`config.mk`:
```
export PLATFORM = sky130hd
export DESIGN_NAME = fdc_read_cmds
export DESIGN_NICKNAME = d
export VERILOG_FILES = /design/src/rtl/fdc_cmd_pkg.sv /design/src/rtl/fdc_read_cmds.sv
export SDC_FILE = /design/constraint.sdc
export NUM_CORES = 1
export LEC_CHECK = 0
export BUFFER_PORTS_ARGS = -buffer_cell sky130_fd_sc_hd__buf_4
export CORE_MARGIN = 2
export CORE_UTILIZATION = 30
export DETAILED_ROUTE_END_ITERATION = 12
export PLACE_DENSITY_LB_ADDON = 0.05
export SLEW_MARGIN = 0
export SYNTH_ARGS = -nofsm -noshare
export SYNTH_HDL_FRONTEND = slang
export SYNTH_SLANG_ARGS = --single-unit
```
`constraint.sdc`:
```
create_clock -name clk_in -period 4.6 [get_ports clk_in]
set_clock_uncertainty 0.2 [all_clocks]
set_input_delay 0.69 -clock clk_in [delete_from_list [all_inputs] [get_ports clk_in]]
set_output_delay 0.69 -clock clk_in [all_outputs]
set_load 0.02 [all_outputs]
```
`src/rtl/fdc_cmd_pkg.sv`:
```
// Constants, types and register map of the read command sequencer.
// Assumes one 100 MHz clock and a byte-wide host register port.
package fdc_cmd_pkg;
  // ==========================================================
  // Register map (word index on the host port)
  localparam logic [1:0] REG_FIFO = 2'h0;
  localparam logic [1:0] REG_STATUS = 2'h1;
  localparam logic [1:0] REG_CONFIG = 2'h2;
  // ==========================================================
  // Opcode patterns
  localparam logic [4:0] OP_RDEL = 5'h0c;
  localparam logic [5:0] OP_RID = 6'h0a;
  localparam logic [4:0] OP_RTRK = 5'h02;
  localparam logic [3:0] LEN_LONG = 4'h9;
  localparam logic [3:0] LEN_ID = 4'h2;
  localparam logic [2:0] RES_LAST = 3'h6;
  // ==========================================================
  // Status fields
  localparam logic [1:0] IC_NORMAL = 2'h0;
  localparam logic [1:0] IC_ABNORMAL = 2'h1;
  localparam int ST1_MA_BIT = 0;
  localparam int ST1_MD_BIT = 2;
  localparam int ST1_OR_BIT = 4;
  localparam int ST1_CRC_BIT = 5;
  localparam int ST1_EOT_BIT = 7;
  localparam int ST2_DD_BIT = 5;
  localparam int ST2_CM_BIT = 6;
  localparam int DLY_W = 16;
  localparam logic [DLY_W-1:0] PROC_DELAY_DEF = 16'h0064;
  localparam logic [7:0] BYTE_RST = 8'h00;
  // ==========================================================
  // Sequencer states, Gray coded along the command path
  typedef enum logic [2:0] {
    S_IDLE = 3'h0,
    S_CMD = 3'h1,
    S_DELAY = 3'h3,
    S_IDXW = 3'h2,
    S_SEARCH = 3'h6,
    S_DATA = 3'h7,
    S_XFER = 3'h5,
    S_RESULT = 3'h4
  } state_t;
  typedef enum logic [1:0] {
    CMD_NONE = 2'h0,
    CMD_RDEL = 2'h1,
    CMD_RID = 2'h2,
    CMD_RTRK = 2'h3
  } cmd_t;
endpackage : fdc_cmd_pkg

```
`src/rtl/fdc_read_cmds.sv`:
```
// Read-deleted-data, read-ID and read-a-track sequencer.
// Assumes a data separator that pulses index, address field, data
// mark, byte and sector end events, all synchronous to clk_in.
//
// Operation
// [RQ1] Deleted-data bytes go out by DMA or polling
// [RQ2] Below end sector: report sector plus one
// [RQ3] Single side at end: track plus one, sector 1
// [RQ4] Multi side at end: swap head, sector 1
// [RQ5] Skip clear: normal sector read, mark, stop
// [RQ6] Skip set: normal sector marked and skipped
// [RQ7] Decode two-byte read-ID command
// [RQ8] Read-ID returns first address field found
// [RQ9] Wait processing delay before separator search
// [RQ10] Host turns drive motor on during delay
// [RQ11] Read-ID moves no data, interrupts at end
// [RQ12] Read-ID performs no implied seek
// [RQ13] Read-ID error sets abnormal interrupt code
// [RQ14] Host FIFO write aborts the address search
// [RQ15] Two index pulses without mark: missing mark
// [RQ16] Seven result bytes in fixed order
// [RQ17] Read-a-track reads sectors in physical order
// [RQ18] Host keeps track opcode multi/skip bits zero
// [RQ19] Accept nine-byte read-a-track command
// [RQ20] Deleted read follows the data read flow
// [RQ21] Interrupt at result phase, host reads bytes
// [RQ22] Terminal count ends with normal code
// [RQ23] Drive busy from last byte to result
`timescale 1ns/100ps
module fdc_read_cmds #(
  parameter logic [fdc_cmd_pkg::DLY_W-1:0] PROC_DELAY_CYC = fdc_cmd_pkg::PROC_DELAY_DEF
) (
  input wire logic clk_in,
  input wire logic sys_rst_in,
  input wire logic [1:0] bus_addr_in,
  input wire logic [7:0] bus_wdata_in,
  input wire logic bus_wr_in,
  input wire logic bus_rd_in,
  output logic [7:0] bus_rdata_out,
  output logic floppy_interrupt_line_out,
  output logic [3:0] drive_busy_out,
  output logic separator_on_out,
  output logic double_density_select_out,
  output logic head_select_out,
  output logic [1:0] drive_select_out,
  input wire logic index_in,
  input wire logic am_found_in,
  input wire logic [7:0] id_track_in,
  input wire logic [7:0] id_head_in,
  input wire logic [7:0] id_sector_in,
  input wire logic [7:0] id_size_in,
  input wire logic id_crc_err_in,
  input wire logic data_mark_in,
  input wire logic deleted_mark_in,
  input wire logic disk_byte_valid_in,
  input wire logic [7:0] disk_byte_in,
  input wire logic sector_end_in,
  input wire logic data_crc_err_in,
  input wire logic tc_in,
  input wire logic dma_ack_in,
  output logic dma_req_out,
  output logic [7:0] dma_data_out
);
  import fdc_cmd_pkg::*;

  typedef struct packed {
    state_t st;
    cmd_t cmd;
    logic [3:0] cnt;
    logic mt;
    logic sk;
    logic double_density_select;
    logic hd;
    logic [1:0] ds;
    logic [7:0] trk;
    logic [7:0] head;
    logic [7:0] sec;
    logic [7:0] size;
    logic [7:0] last_sector_number;
    logic [DLY_W-1:0] dly;
    logic idx;
    logic tc;
    logic stop;
    logic [7:0] st0;
    logic [7:0] st1;
    logic [7:0] st2;
    logic [2:0] rp;
    logic [7:0] hold;
    logic full;
    logic dma_mode;
    logic irq;
    logic [3:0] busy;
    logic sep;
    logic dreq;
    logic [7:0] rdata;
  } regs_t;

  regs_t s;
  regs_t n;

  // ==========================================================
  // Next-state logic
  always_comb
  begin
    logic fifo_wr;
    logic fifo_rd;
    logic adv;
    logic fin;
    logic rep;
    logic [1:0] ic;
    logic [1:0] sel;
    logic idmatch;
    n = s;
    fifo_wr = bus_wr_in && (bus_addr_in == REG_FIFO);
    fifo_rd = bus_rd_in && (bus_addr_in == REG_FIFO);
    adv = 1'b0;
    fin = 1'b0;
    rep = 1'b0;
    ic = IC_NORMAL;
    sel = s.ds;
    idmatch = (id_track_in == s.trk) && (id_head_in == s.head) &&
              (id_size_in == s.size);
    n.rdata = BYTE_RST;

    if (bus_wr_in && bus_addr_in == REG_CONFIG)
    begin
      n.dma_mode = bus_wdata_in[0];
    end
    if (bus_rd_in)
    begin
      case (bus_addr_in)
        REG_STATUS: n.rdata = {s.busy, s.st == S_RESULT,
                               s.st != S_IDLE && s.st != S_CMD && s.st != S_RESULT,
                               s.full && !s.dma_mode, s.st == S_IDLE || s.st == S_CMD};
        REG_CONFIG: n.rdata = {7'h00, s.dma_mode};
        default: n.rdata = BYTE_RST;
      endcase
    end
    // Terminal count is remembered and acted on at the sector boundary
    if (tc_in && s.cmd != CMD_RID && s.sep)
    begin
      n.tc = 1'b1;
    end

    case (s.st)
      S_IDLE:
      begin
        if (fifo_wr)
        begin
          n.cnt = 4'h1;
          n.double_density_select = bus_wdata_in[6];
          n.st0 = BYTE_RST;
          n.st1 = BYTE_RST;
          n.st2 = BYTE_RST;
          n.tc = 1'b0;
          n.stop = 1'b0;
          n.st = S_CMD;
          n.mt = 1'b0;
          n.sk = 1'b0;
          if (bus_wdata_in[4:0] == OP_RDEL)
          begin
            n.cmd = CMD_RDEL;
            n.mt = bus_wdata_in[7];
            n.sk = bus_wdata_in[5];
          end
          else if (!bus_wdata_in[7] && bus_wdata_in[5:0] == OP_RID) // [RQ7]
          begin
            n.cmd = CMD_RID;
          end
          else if (bus_wdata_in[4:0] == OP_RTRK) // [RQ19]
          begin
            n.cmd = CMD_RTRK;
          end
          else
          begin
            // Opcodes outside this sequencer are dropped
            n.cmd = CMD_NONE;
            n.st = S_IDLE;
          end
        end
      end
      S_CMD:
      begin
        if (fifo_wr)
        begin
          n.cnt = s.cnt + 4'h1;
          case (s.cnt)
            4'h1:
            begin
              n.hd = bus_wdata_in[2]; // [RQ7] [RQ19]
              n.ds = bus_wdata_in[1:0];
              sel = bus_wdata_in[1:0];
            end
            4'h2: n.trk = bus_wdata_in;
            4'h3: n.head = bus_wdata_in;
            4'h4: n.sec = bus_wdata_in;
            4'h5: n.size = bus_wdata_in;
            4'h6: n.last_sector_number = bus_wdata_in;
            default: n.cnt = s.cnt + 4'h1;
          endcase
          if (s.cnt + 4'h1 == (s.cmd == CMD_RID ? LEN_ID : LEN_LONG))
          begin
            n.busy[sel] = 1'b1; // [RQ23]
            n.dly = PROC_DELAY_CYC;
            n.st = S_DELAY;
          end
        end
      end
      S_DELAY:
      begin
        // Head stays where it is: implied seek is not supported [RQ12]
        n.dly = s.dly - 1'b1;
        if (s.dly == '0)
        begin
          n.sep = 1'b1; // [RQ9]
          n.idx = 1'b0;
          n.st = S_SEARCH;
          if (s.cmd == CMD_RTRK)
          begin
            n.sec = 8'h01;
            n.st = S_IDXW;
          end
        end
      end
      S_IDXW:
      begin
        if (fifo_wr)
        begin
          fin = 1'b1;
          ic = IC_ABNORMAL;
        end
        else if (index_in)
        begin
          n.st = S_SEARCH;
        end
      end
      S_SEARCH, S_DATA:
      begin
        if (fifo_wr && s.st == S_SEARCH)
        begin
          fin = 1'b1; // [RQ14]
          ic = IC_ABNORMAL; // [RQ13]
        end
        else if (index_in && s.idx)
        begin
          n.st1[ST1_MA_BIT] = 1'b1; // [RQ15]
          fin = 1'b1;
          ic = IC_ABNORMAL; // [RQ13]
        end
        else if (s.st == S_SEARCH && am_found_in)
        begin
          if (s.cmd == CMD_RID)
          begin
            n.trk = id_track_in; // [RQ8]
            n.head = id_head_in;
            n.sec = id_sector_in;
            n.size = id_size_in;
            fin = 1'b1; // [RQ11]
          end
          else if (s.cmd == CMD_RTRK)
          begin
            // Every sector is taken in the order it passes the head [RQ17]
            n.st1[ST1_MD_BIT] = s.st1[ST1_MD_BIT] | !idmatch;
            n.st1[ST1_CRC_BIT] = s.st1[ST1_CRC_BIT] | id_crc_err_in;
            n.st = S_DATA;
            n.idx = 1'b0;
          end
          else if (idmatch && id_sector_in == s.sec)
          begin
            n.st = S_DATA; // [RQ20]
            n.idx = 1'b0;
            if (id_crc_err_in)
            begin
              n.st1[ST1_CRC_BIT] = 1'b1;
              fin = 1'b1;
              ic = IC_ABNORMAL;
            end
          end
        end
        else if (s.st == S_DATA && data_mark_in)
        begin
          n.st = S_XFER;
          if (s.cmd == CMD_RDEL && !deleted_mark_in)
          begin
            n.st2[ST2_CM_BIT] = 1'b1; // [RQ5] [RQ6]
            if (s.sk)
            begin
              adv = 1'b1; // [RQ6]
            end
            else
            begin
              n.stop = 1'b1; // [RQ5]
            end
          end
        end
        if (index_in)
        begin
          n.idx = 1'b1;
        end
      end
      S_XFER:
      begin
        // A drain in the same cycle frees the holder before a new byte lands
        if (dma_ack_in && s.dreq)
        begin
          n.full = 1'b0;
          n.dreq = 1'b0;
        end
        if (fifo_rd && s.full && !s.dma_mode)
        begin
          n.full = 1'b0;
        end
        if (disk_byte_valid_in)
        begin
          if (n.full)
          begin
            // Host was too slow; the byte already held is kept
            n.st1[ST1_OR_BIT] = 1'b1;
            fin = 1'b1;
            ic = IC_ABNORMAL;
          end
          else
          begin
            n.hold = disk_byte_in; // [RQ1]
            n.full = 1'b1;
            n.dreq = s.dma_mode; // [RQ1]
          end
        end
        if (sector_end_in && !fin)
        begin
          adv = 1'b1;
          if (data_crc_err_in)
          begin
            n.st1[ST1_CRC_BIT] = 1'b1;
            n.st2[ST2_DD_BIT] = 1'b1;
            if (s.cmd == CMD_RDEL)
            begin
              adv = 1'b0;
              fin = 1'b1;
              ic = IC_ABNORMAL;
            end
          end
        end
      end
      S_RESULT:
      begin
        if (fifo_rd)
        begin
          n.irq = 1'b0;
          n.rp = s.rp + 3'h1;
          case (s.rp) // [RQ16]
            3'h0: n.rdata = s.st0;
            3'h1: n.rdata = s.st1;
            3'h2: n.rdata = s.st2;
            3'h3: n.rdata = s.trk;
            3'h4: n.rdata = s.head;
            3'h5: n.rdata = s.sec;
            default: n.rdata = s.size;
          endcase
          if (s.rp == RES_LAST)
          begin
            n.st = S_IDLE;
            n.cmd = CMD_NONE;
          end
        end
      end
      default: n.st = S_IDLE;
    endcase

    // Polled transfer: host drains the held byte through the FIFO port
    if (fifo_rd && s.st != S_RESULT && s.full && !s.dma_mode)
    begin
      n.rdata = s.hold; // [RQ1]
      if (s.st != S_XFER)
      begin
        n.full = 1'b0;
      end
    end

    // ==========================================================
    // Sector boundary: terminal count, stop, end of track or next sector
    if (adv)
    begin
      n.idx = 1'b0;
      n.st = S_SEARCH;
      if (s.tc)
      begin
        fin = 1'b1; // [RQ22]
        rep = 1'b1;
      end
      else if (n.stop)
      begin
        fin = 1'b1; // [RQ5]
        rep = 1'b1;
      end
      else if (s.sec == s.last_sector_number)
      begin
        if (s.mt && !s.hd)
        begin
          n.hd = 1'b1; // [RQ4]
          n.head = 8'h01;
          n.sec = 8'h01;
        end
        else
        begin
          n.st1[ST1_EOT_BIT] = 1'b1;
          fin = 1'b1;
          rep = 1'b1;
          ic = IC_ABNORMAL;
        end
      end
      else
      begin
        n.sec = s.sec + 8'h01;
      end
    end

    if (fin)
    begin
      n.st0 = {ic, 3'h0, n.hd, s.ds}; // [RQ13] [RQ22]
      n.st = S_RESULT;
      n.rp = 3'h0;
      n.irq = 1'b1; // [RQ11] [RQ21]
      n.busy = 4'h0; // [RQ23]
      n.sep = 1'b0;
      n.dreq = 1'b0;
      n.full = 1'b0;
      if (rep)
      begin
        if (s.sec != s.last_sector_number)
        begin
          n.sec = s.sec + 8'h01; // [RQ2]
        end
        else
        begin
          n.sec = 8'h01;
          if (!s.mt)
          begin
            n.trk = s.trk + 8'h01; // [RQ3]
          end
          else if (!s.hd)
          begin
            n.head = 8'h01; // [RQ4]
          end
          else
          begin
            n.head = 8'h00; // [RQ4]
            n.trk = s.trk + 8'h01;
          end
        end
      end
    end
  end

  // ==========================================================
  // State register
  always_ff @(posedge clk_in)
  begin
    if (sys_rst_in)
    begin
      s <= '0;
      s.st <= S_IDLE;
      s.cmd <= CMD_NONE;
    end
    else
    begin
      s <= n;
    end
  end

  assign bus_rdata_out = s.rdata;
  assign floppy_interrupt_line_out = s.irq;
  assign drive_busy_out = s.busy;
  assign separator_on_out = s.sep;
  assign double_density_select_out = s.double_density_select;
  assign head_select_out = s.hd;
  assign drive_select_out = s.ds;
  assign dma_req_out = s.dreq;
  assign dma_data_out = s.hold;
endmodule : fdc_read_cmds

```
==> results of run 1 <==
-- through the flow --
step	util (%)	cell area, sq um	total power, mW
after global placement	33.74	7661	1.170
after global routing	36.40	8265	2.627
after floorplan	-	6972	1.076
final	36.40	8265	2.544
after CTS	36.40	8265	2.568
after detailed placement	33.74	7661	1.170
-- logic make-up (layout without fill, tap and decap cells) --
logic type | count (synthesis) | after routing | share of synthesized area, %
and+or+nand+nor | 355 | 355 | 25.36
muxes | 27 | 27 | 3.966
AOI/OAI and AO/OA | 212 | 212 | 21.81
buffers and inverters | 90 | 145 | 6.694
adders and majority gates | 15 | 15 | 2.692
DFF | 113 | 113 | 32.45
xor gates and xnor gates | 56 | 56 | 7.035
-- layout by cell type, fill, tap and decap left out, types with 14 or more instances in the layout --
cell / Yosys / layout
nor2_1: 122 / 122
dfxtp_1: 113 / 113
buf_4: 25 / 99
nand2_1: 79 / 79
a21oi_1: 57 / 57
xor2_1: 43 / 43
nand3_1: 32 / 32
o21ai_0: 27 / 27
mux2i_1: 22 / 22
a32oi_1: 19 / 19
clkbuf_16: 0 / 17
a31oi_1: 15 / 15
ha_1: 15 / 15
inv_1: 14 / 14
nor3_1: 14 / 14
-- worst min path at each step --
stage / end / slack, ns / cells after the start
after global routing: s[50] / 0.29 / 2
after floorplan: s[40] / 0.23 / 2
after detailed placement: double_density_select_out / 0.25 / 2
after global placement: double_density_select_out / 0.25 / 2
after CTS: double_density_select_out / 0.27 / 2
final: double_density_select_out / 0.27 / 2
-- power groups by stage --
stage | sequential [mW] | combinational, mW | clock (mW)
floorplan | 1.01 | 0.0686 | 0
global placement | 1.01 | 0.162 | 0
detailed placement | 1.01 | 0.162 | 0
CTS | 0.987 | 0.162 | 1.42
global route | 0.987 | 0.174 | 1.47
finish | 0.987 | 0.162 | 1.40
-- per-layer routing --
metal	global-route usage (%)	vias up	share of wire (%)	routed length, um
li1	-	3231	-	-
met1	28.36	3311	46	11890
met2	35.26	196	47	12150
met3	3.406	30	4.6	1190
met4	5.111	0	1.4	362
met5	0	-	0	0
-- layout make-up --
class | instances | share of cell area, %
timing repair buffer | 99 | 8.992
multi-input combinational | 665 | 51.33
tap | 285 | 4.314
sequential | 113 | 27.37
inverter | 15 | 0.6812
clock buffer | 21 | 5.692
clock inverter | 10 | 1.620
-- registers in the layout, summed over array words and instances, names as in the netlist --
register                   flops
s                             86
drive_select_out               2
dma_req_out                    1
floppy_interrupt_line_out      1
dma_data_out                   8
drive_busy_out                 4
bus_rdata_out                  8
double_density_select_out      1
separator_on_out               1
head_select_out                1
-- worst register-to-register path, stage by stage (launching register included) --
cell and delay (ns):
dfxtp_1 0.83, nor2b_1 0.46, nand2_1 0.23, nor2_1 0.46, and3_1 0.61, mux2i_1 0.27
nor2_1 0.05
==> flow_results.org, run 1 <==
** Outcome
- The run finished with clean final reports.

** Critical path
- Crit path launch :: bus_addr_in[0]
- Depth of the critical timing path with buffers and inverters included :: 10
- Critical path startpoint category :: primary input
- Largest delay contributor family on the critical path :: simple AND/OR/NAND/NOR gates
- Path depth of the worst reg2reg path :: 6
- The largest individual stage delay along the critical path comes from the cell and2_1.
- Start of the worst register-to-register path :: s[123]
- In this design, the stage delay of the slowest critical-path cell is 0.59 ns.
- Path type of the worst setup path :: primary input to flop
- Data on the critical path arrives at its endpoint at 3.44 ns.
- The signal on the critical path passes through buf_4 > inv_1 > ha_1 > and2_1 > a22oi_2 > nand4_1 > a211o_1 > nor2b_1 > o21ai_0 > a31oi_1.
- STA puts the critical path data required time at 4.75 ns.
- The setup check on the worst reg-to-reg path leaves a slack of 1.36 ns.
- The worst setup path is captured at a flop.
- Following the worst setup path forward leads to its endpoint at s[106].
- Together, buffers and inverters on the worst path number 2.
- The endpoint identified for the worst register-to-register timing path is s[71].
- Worst-path fanout max :: 18

** Synthesis
- Of all cell types, the one taking the most synthesized area is dfxtp_1.
- Number of enable flip-flop cells after synthesis :: 0
- The most common cell in the synthesized netlist is nor2_1.
- For this run, the number of Yosys warnings is 0.
- Instance count of the mapped netlist :: 868
- In this run the biggest area consumer among cell types represents 32.45% of the synthesized area.
- In the synthesized netlist the dominant register cell turns out to be dfxtp_1.
- Net count after synthesis :: 947
- Most numerous cell types in the synthesized netlist :: nor2_1 (122), dfxtp_1 (113), nand2_1 (79)
- Cells taking the most area after synthesis :: dfxtp_1 (32%), nor2_1 (6.6%), xor2_1 (5.4%)
- For this run, asynchronously set or reset flops after synthesis account for 0%.
- Post-synthesis sequential element count :: 113
- After synthesis, the netlist uses 80 different library cells.
- Synth Cell Area :: 6972 sq um
- The share of the Yosys chip area taken by registers is 32.45%.
- Mean cell area of the mapped netlist :: around 8 sq um

** STA
- Setup repair after global routing left no endpoint under its margin.
- Hold slack :: 0.2660 ns
- Setup ws final :: approximately 1.3 ns
- Hold Vio Cnt, Final :: 0
- Maximum clock rate :: 303.6 MHz
- Period minus WS final :: ~3.3 ns
- The worst path uses 71.62% of the clock period.
- Worst Max-Slew Pin Slew :: 0.9092 ns
- Setup TNS after final layout :: 0 ns
- Setup-failing EPs final :: 0
- Max-slew violations :: 0
- Headroom to the max-slew limit came out at 39.27%.

** Pwr
- Of the total power, combinational logic draws 6.4%.
- The share of total power dissipated in the clock network is 54.9%.
- In this run switching power makes up 23.90% of total power.
- Internal Pwr Total :: 1.936 mW
- Peak ir drop on the vdd network :: 0.2209 mV
- The analysis attributes to net switching a power of between 0.6 and 0.7 mW.
- Sequential cells account for 38.8% of the total power.
- For this design the static power due to leakage is 3.210 nW.
- For this design the ratio of total power to cell area is 307.7 nW/um^2.

** Clocking
- CTS sink cnt :: 113
- In this run the clock root is driven by a clkbuf_16.
- CTS clock-pin slew for the worst setup and hold paths :: 0.06 ns
- Buffer levels on the longest clock path :: 2
- After clock tree synthesis, the flow added hold-fix buffers numbering 0.
- For the worst-skew pair, the clock arrives at the later sink with an insertion delay of between 0.4 and 0.5 ns.
- Post-CTS timing repair inserted 0 buffers for setup.
- CTS tree :: done
- The H-tree generated during clock tree synthesis spans 4 levels.
- Clock tree synthesis inserted a total of 17 buffers.
- Post-cts repair resize count :: 0

** Die
- In this run the vertical extent of the chip is 156.4 um.
- The die is 156.4 um wide.
- Starting density of the core :: 30.70%
- Top-level port count :: between 90 and 100
- The core region is around 23000 sq um.
- Floorplan die area :: 24480 sq um
- Row generation in the floorplan step produced 55 rows.

** Place
- Timing analysis after detailed placement gives a worst setup slack of 0.9183 ns.
- Total of buffers placed on input and output ports :: 90
- Dpl hpwl :: 19150 um
- Counting tap cells, the placed design contains a total of 1177 instances.
- Routability congestion estimate from global placement :: 0.9366

** Final layout
- Final Net Count :: 990
- Layout overhead on the synthesized area :: 18.56%
- 0 antenna diodes ended up in the layout.
- Counting the fill cells in the layout gives 2394.
- Number of non-filler instances in the completed layout :: about 1200
- In the final layout, the multi-input gates occupy 4243 sq um.
- Across the whole layout, storage elements account for 2262 sq um.
- Proportion of layout cells with a drive suffix above 1 :: 17.01%

** Global route
- Antenna violations before repair :: 0
- Wire length of the first global-routing pass :: 39200 um
- Entering global routing, the biggest net connects 39 pins.
- Total global-route track usage :: a little over a fifth
- After global routing the overflow that remains totals 0.
- The via count of the first global-routing pass was 6583.

** Drt
- Vias/cell :: 5.603
- Routed WL :: 25600 um
- For this run, design rule violations remaining after detail routing come to 0.
- In this run the remaining antenna-violating nets after routing total 0.
- Overall via count from detail_route :: 6768
- Final routed wire length divided by cell count :: approximately 21 um
- The detailed router finished its first iteration with 493 violations.
- The first detailed-routing pass took 5 iterations.

** Flow run
- Max-cap viol count :: 0

** Worst hold path
- Launch point of the worst hold path :: double_density_select_out
- The min-delay analysis places its worst path in the category flop to flop.
(Power assumes the default switching activity.)
==> run 2: changes to the inputs <==
--- a/config.mk
+++ b/config.mk
@@ -5,6 +5,7 @@
 export SDC_FILE = /design/constraint.sdc
 export NUM_CORES = 1
 export LEC_CHECK = 0
+export ABC_AREA = 1
 export BUFFER_PORTS_ARGS = -buffer_cell sky130_fd_sc_hd__buf_4
 export CORE_MARGIN = 2
 export CORE_UTILIZATION = 30
==> constraint.sdc (replaced) <==
create_clock -name clk_in -period 2.92 [get_ports clk_in]
set_clock_uncertainty 0.2 [all_clocks]
set_input_delay 0.438 -clock clk_in [delete_from_list [all_inputs] [get_ports clk_in]]
set_output_delay 0.438 -clock clk_in [all_outputs]
set_load 0.02 [all_outputs]
==> run 2 against run 1 <==
  * Combinational power rose to 8.7 times the previous value
  * Utilization rose by 1.8 points
  * Wire length rose by 6.1%
  * Sequential cell count did not move
  * Clock-buffer cell count fell by 1
  * Power rose by 120%
  * Synthesized area rose by 3.6%
  * Via count rose by 9.5%
  * Setup slack got worse by 1.1 ns
  * Die area rose by 3.5%
  * Register-to-register slack got worse by 1.1 ns
==> flow_results.org, run 2 <==
** Global route
- Pin count of the biggest net entering global routing :: 28 (-28%)
- Remaining Overflow, GRT :: 0 (unchanged)
- The wire length of the first global-routing pass came to 42350 um (+8.0%).
- Vias in the first global route :: 7259 (+10%)
- Total global-route track usage :: 21.67% (+0.60 points)
- Antenna violations before repair :: 0 (unchanged)

** Pwr
- Pleak :: 3.875 nW (+21%)
- Power density cells :: 616.4 nW/um^2 (+100%)
- Peak ir drop on the vdd network :: 0.3186 mV (+44%)

** Clocking
- Buffer count from post-CTS setup fixing :: 0 (unchanged)
- The post-cts sizing count was 0 (unchanged).
- The clock sink total came to 113 (unchanged).
- The TritonCTS buffer count is 17 (unchanged).
- H-tree lvl count :: 4 (unchanged)
- The clock latency of the later-clocked register in the worst-skew pair came to 0.43 ns (about the same).
- TritonCTS built the clock tree.
- CTS root buffer :: clkbuf_16
- Buffer levels on the longest clock path :: 2 (unchanged)
- The cts-stage hold buffer count came to 0 (unchanged).
- The clock transition time at the flip-flop clock pins of the worst setup and hold paths is 0.06 ns (about the same).

** Critical path
- Path type of the worst setup path :: flop to flop
- Crit path DAT :: 2.82 ns (-0.62 ns)
- The largest fanout of any net on the critical path was 9 (-9).
- Critical path startpoint category :: flop
- In this run the critical register-to-register path is launched from s[125].
- The critical path starts at s[125].
- The required time of the critical path came to 3.03 ns (-1.72 ns).
- Category of the worst setup path capture point :: flop

** STA
- Period minus WS final :: 2.706 ns
- Timing would allow up to around 370 MHz.
- Max-slew violations :: 0 (unchanged)
- The slew at the pin closest to its max-slew limit came to 0.5883 ns (-0.3210 ns).
- Setup TNS after final layout :: 0 ns (unchanged)
- The number of hold-slack violations in the final timing report came to 0 (unchanged).
- Share of the clock period used by the worst path after layout :: 92.69%
- The relative slew slack came to 60.74% (+21 points).
- Setup repair after global routing left no endpoint under its margin.
- The setup-violating endpoint count in the final report came to 0 (unchanged).

** Synthesis
- Number of enable flip-flop cells after synthesis :: 0 (unchanged)
- Synth top area share :: 31.33% (-1.1 points)
- Net count after synthesis :: 1158 (+22%)
- Synth area leader :: dfxtp_1
- Instance count of the mapped netlist :: 1079 (+24%)
- Seq/Total Area, Yosys :: 31.33% (-1.1 points)
- Primary flip-flop cell chosen by synthesis mapping :: dfxtp_1
- Mean cell area of the mapped netlist :: 6.692 sq um (-17%)
- YS warnings :: 0 (unchanged)
- The post-synthesis instance area is 7221 sq um (+3.6%).
- The commonest cells after synthesis are nand2_1 (196), inv_1 (148), nor2_1 (140).
- nand2_1 is the most common cell in the netlist.
- The number of distinct library cell variants in the gate-level netlist after synthesis is 53 (-34%).
- The fraction of registers with async set or reset after synthesis was 0% (unchanged).
- The register bit count reported by yosys was 113 (unchanged).
- Cells taking the most area after synthesis :: dfxtp_1 (31%), nand2_1 (10%), inv_1 (7.7%)

** Final layout
- The diode insertion count for antenna repair is 0 (unchanged).
- Largest register by flop count :: s
- Final Net Count :: 1265 (+28%)
- The ratio of cells with drive above 1 in the final layout was 18.61% (+1.6 points).
- Commonest non-fill, non-tap cell in the layout :: nand2_1
- Leaving out fill and tap cells, the most frequent cells in the layout are nand2_1 (196), inv_1 (148), nor2_1 (140), buf_4 (137), dfxtp_1 (113).
- The final standard cell utilization of the core is 38.17% (+1.8 points).
- Layout overhead on the synthesized area :: 24.45%
- The number of flip-flops under the largest register name came to 86 (unchanged).

** Die
- The placeable core region came to 23540 sq um (+3.7%).
- Floorplan die width :: 159.1 um (+1.7%)
- The count of standard-cell rows is 56 (+1.8%).
- Vert. Die Dim :: 159.1 um (+1.7%)
- The initial standard-cell utilization of the core is 30.67% (about the same).
- The area enclosed by the die boundary came to 25330 sq um (+3.5%).
- The I/O pin count was 91 (unchanged).

** Outcome
- The run finished with clean final reports.

** Drt
- Number of design-rule violations left by the first detailed-router iteration :: 526 (+6.7%)
- The DRC violation count after routing was 0 (unchanged).
- Pre-antenna DRT Iters :: 5 (unchanged)
- The post-detailed-routing wire length is 27160 um (+6.1%).
- The routed via count was 7414 (+9.5%).
- The average wire length per cell after detail routing was 17.90 um (-16%).
- Vias/cell :: 4.887 (-13%)
- Remaining antenna violation count after routing :: 0 (unchanged)

** Place
- Dpl hpwl :: 21560 um (+13%)
- The number of buffers added on ports is 90 (unchanged).
- Routability congestion estimate from global placement :: 0.9055 (-3.3%)

** Worst hold path
- In this run the worst hold path is classified as primary input to flop.
- The startpoint identified for the worst hold timing path is sys_rst_in.

** Flow run
- The number of violations of the max-capacitance limit came to 0 (unchanged).
[run 2: stage by stage]
step / instance area [sq um] / cells / worst slack (ns) / hold WS [ns] / power [mW]
finish: 8986 / 1517 / 0.2135 / 0.02126 / 5.539
global placement: 8346 / 1486 / 0.2118 / 0.2400 / 3.231
global route: 8986 / 1517 / 0.09499 / 0.02134 / 5.814
floorplan: 7221 / 1079 / 0.5982 / 0.2262 / 2.691
CTS: 8986 / 1517 / 0.2773 / 0.008388 / 5.574
detailed placement: 8346 / 1486 / 0.1968 / 0.2500 / 3.216
[run 2: final cells by class]
| cell class | count | area [sq um] |
|---|---|---|
| Sequential cell | 113 | 2262 |
| Clock inverter | 11 | 183.9 |
| Fill cell | 2619 | 14560 |
| Clock buffer | 20 | 456.7 |
| Multi-Input combinational cell | 757 | 4055 |
| Inverter | 160 | 600.6 |
| Timing Repair Buffer | 137 | 1028 |
| Tap cell | 319 | 399.1 |
[run 2: cell families (layout without fill, tap and decap cells)]
kind of cell             after synthesis  in the layout  synth area share, %
buffers and inverters                209            328                12.51
flip-flops                           113            113                31.33
XOR/XNOR                              40             40                4.852
AO/OA/AOI/OAI                        241            241                20.41
AND/OR/NAND/NOR                      461            461                28.30
adder cells (fa/ha/maj)               15             15                2.599
[run 2: worst paths after layout]
check        endpoint  slack, ns  cells past startpoint
max            s[104]       0.21                     11
min            s[103]       0.02                      2
max reg2reg    s[104]       0.21                     11
min reg2reg     s[40]       0.26                      2
[run 2: worst max-delay path: stages (launching register included)]
cell and delay (ns):
dfxtp_1 0.59, nand2_2 0.19, inv_2 0.12, nand3_4 0.12
nor2_2 0.20, nand2_2 0.21, nand2_1 0.14, nand2_1 0.12
a21oi_2 0.35, o221ai_1 0.15, o21ai_0 0.16, nor2_1 0.05
[run 2: power by group]
group | internal (mW) | switching (mW) | total (mW)
logic | 0.471 | 0.937 | 1.41
registers | 1.65 | 0.141 | 1.80
clock network | 1.55 | 0.786 | 2.34
[run 2: routing by layer]
layer  part of all wire (%)  vias to the layer above  global-route usage (%)
met5                      0                        -                       0
met4                    1.4                        0                   5.496
met3                    5.0                       24                   3.673
met2                     45                      175                   34.68
met1                     48                     3449                   30.28
li1                       -                     3766                       -
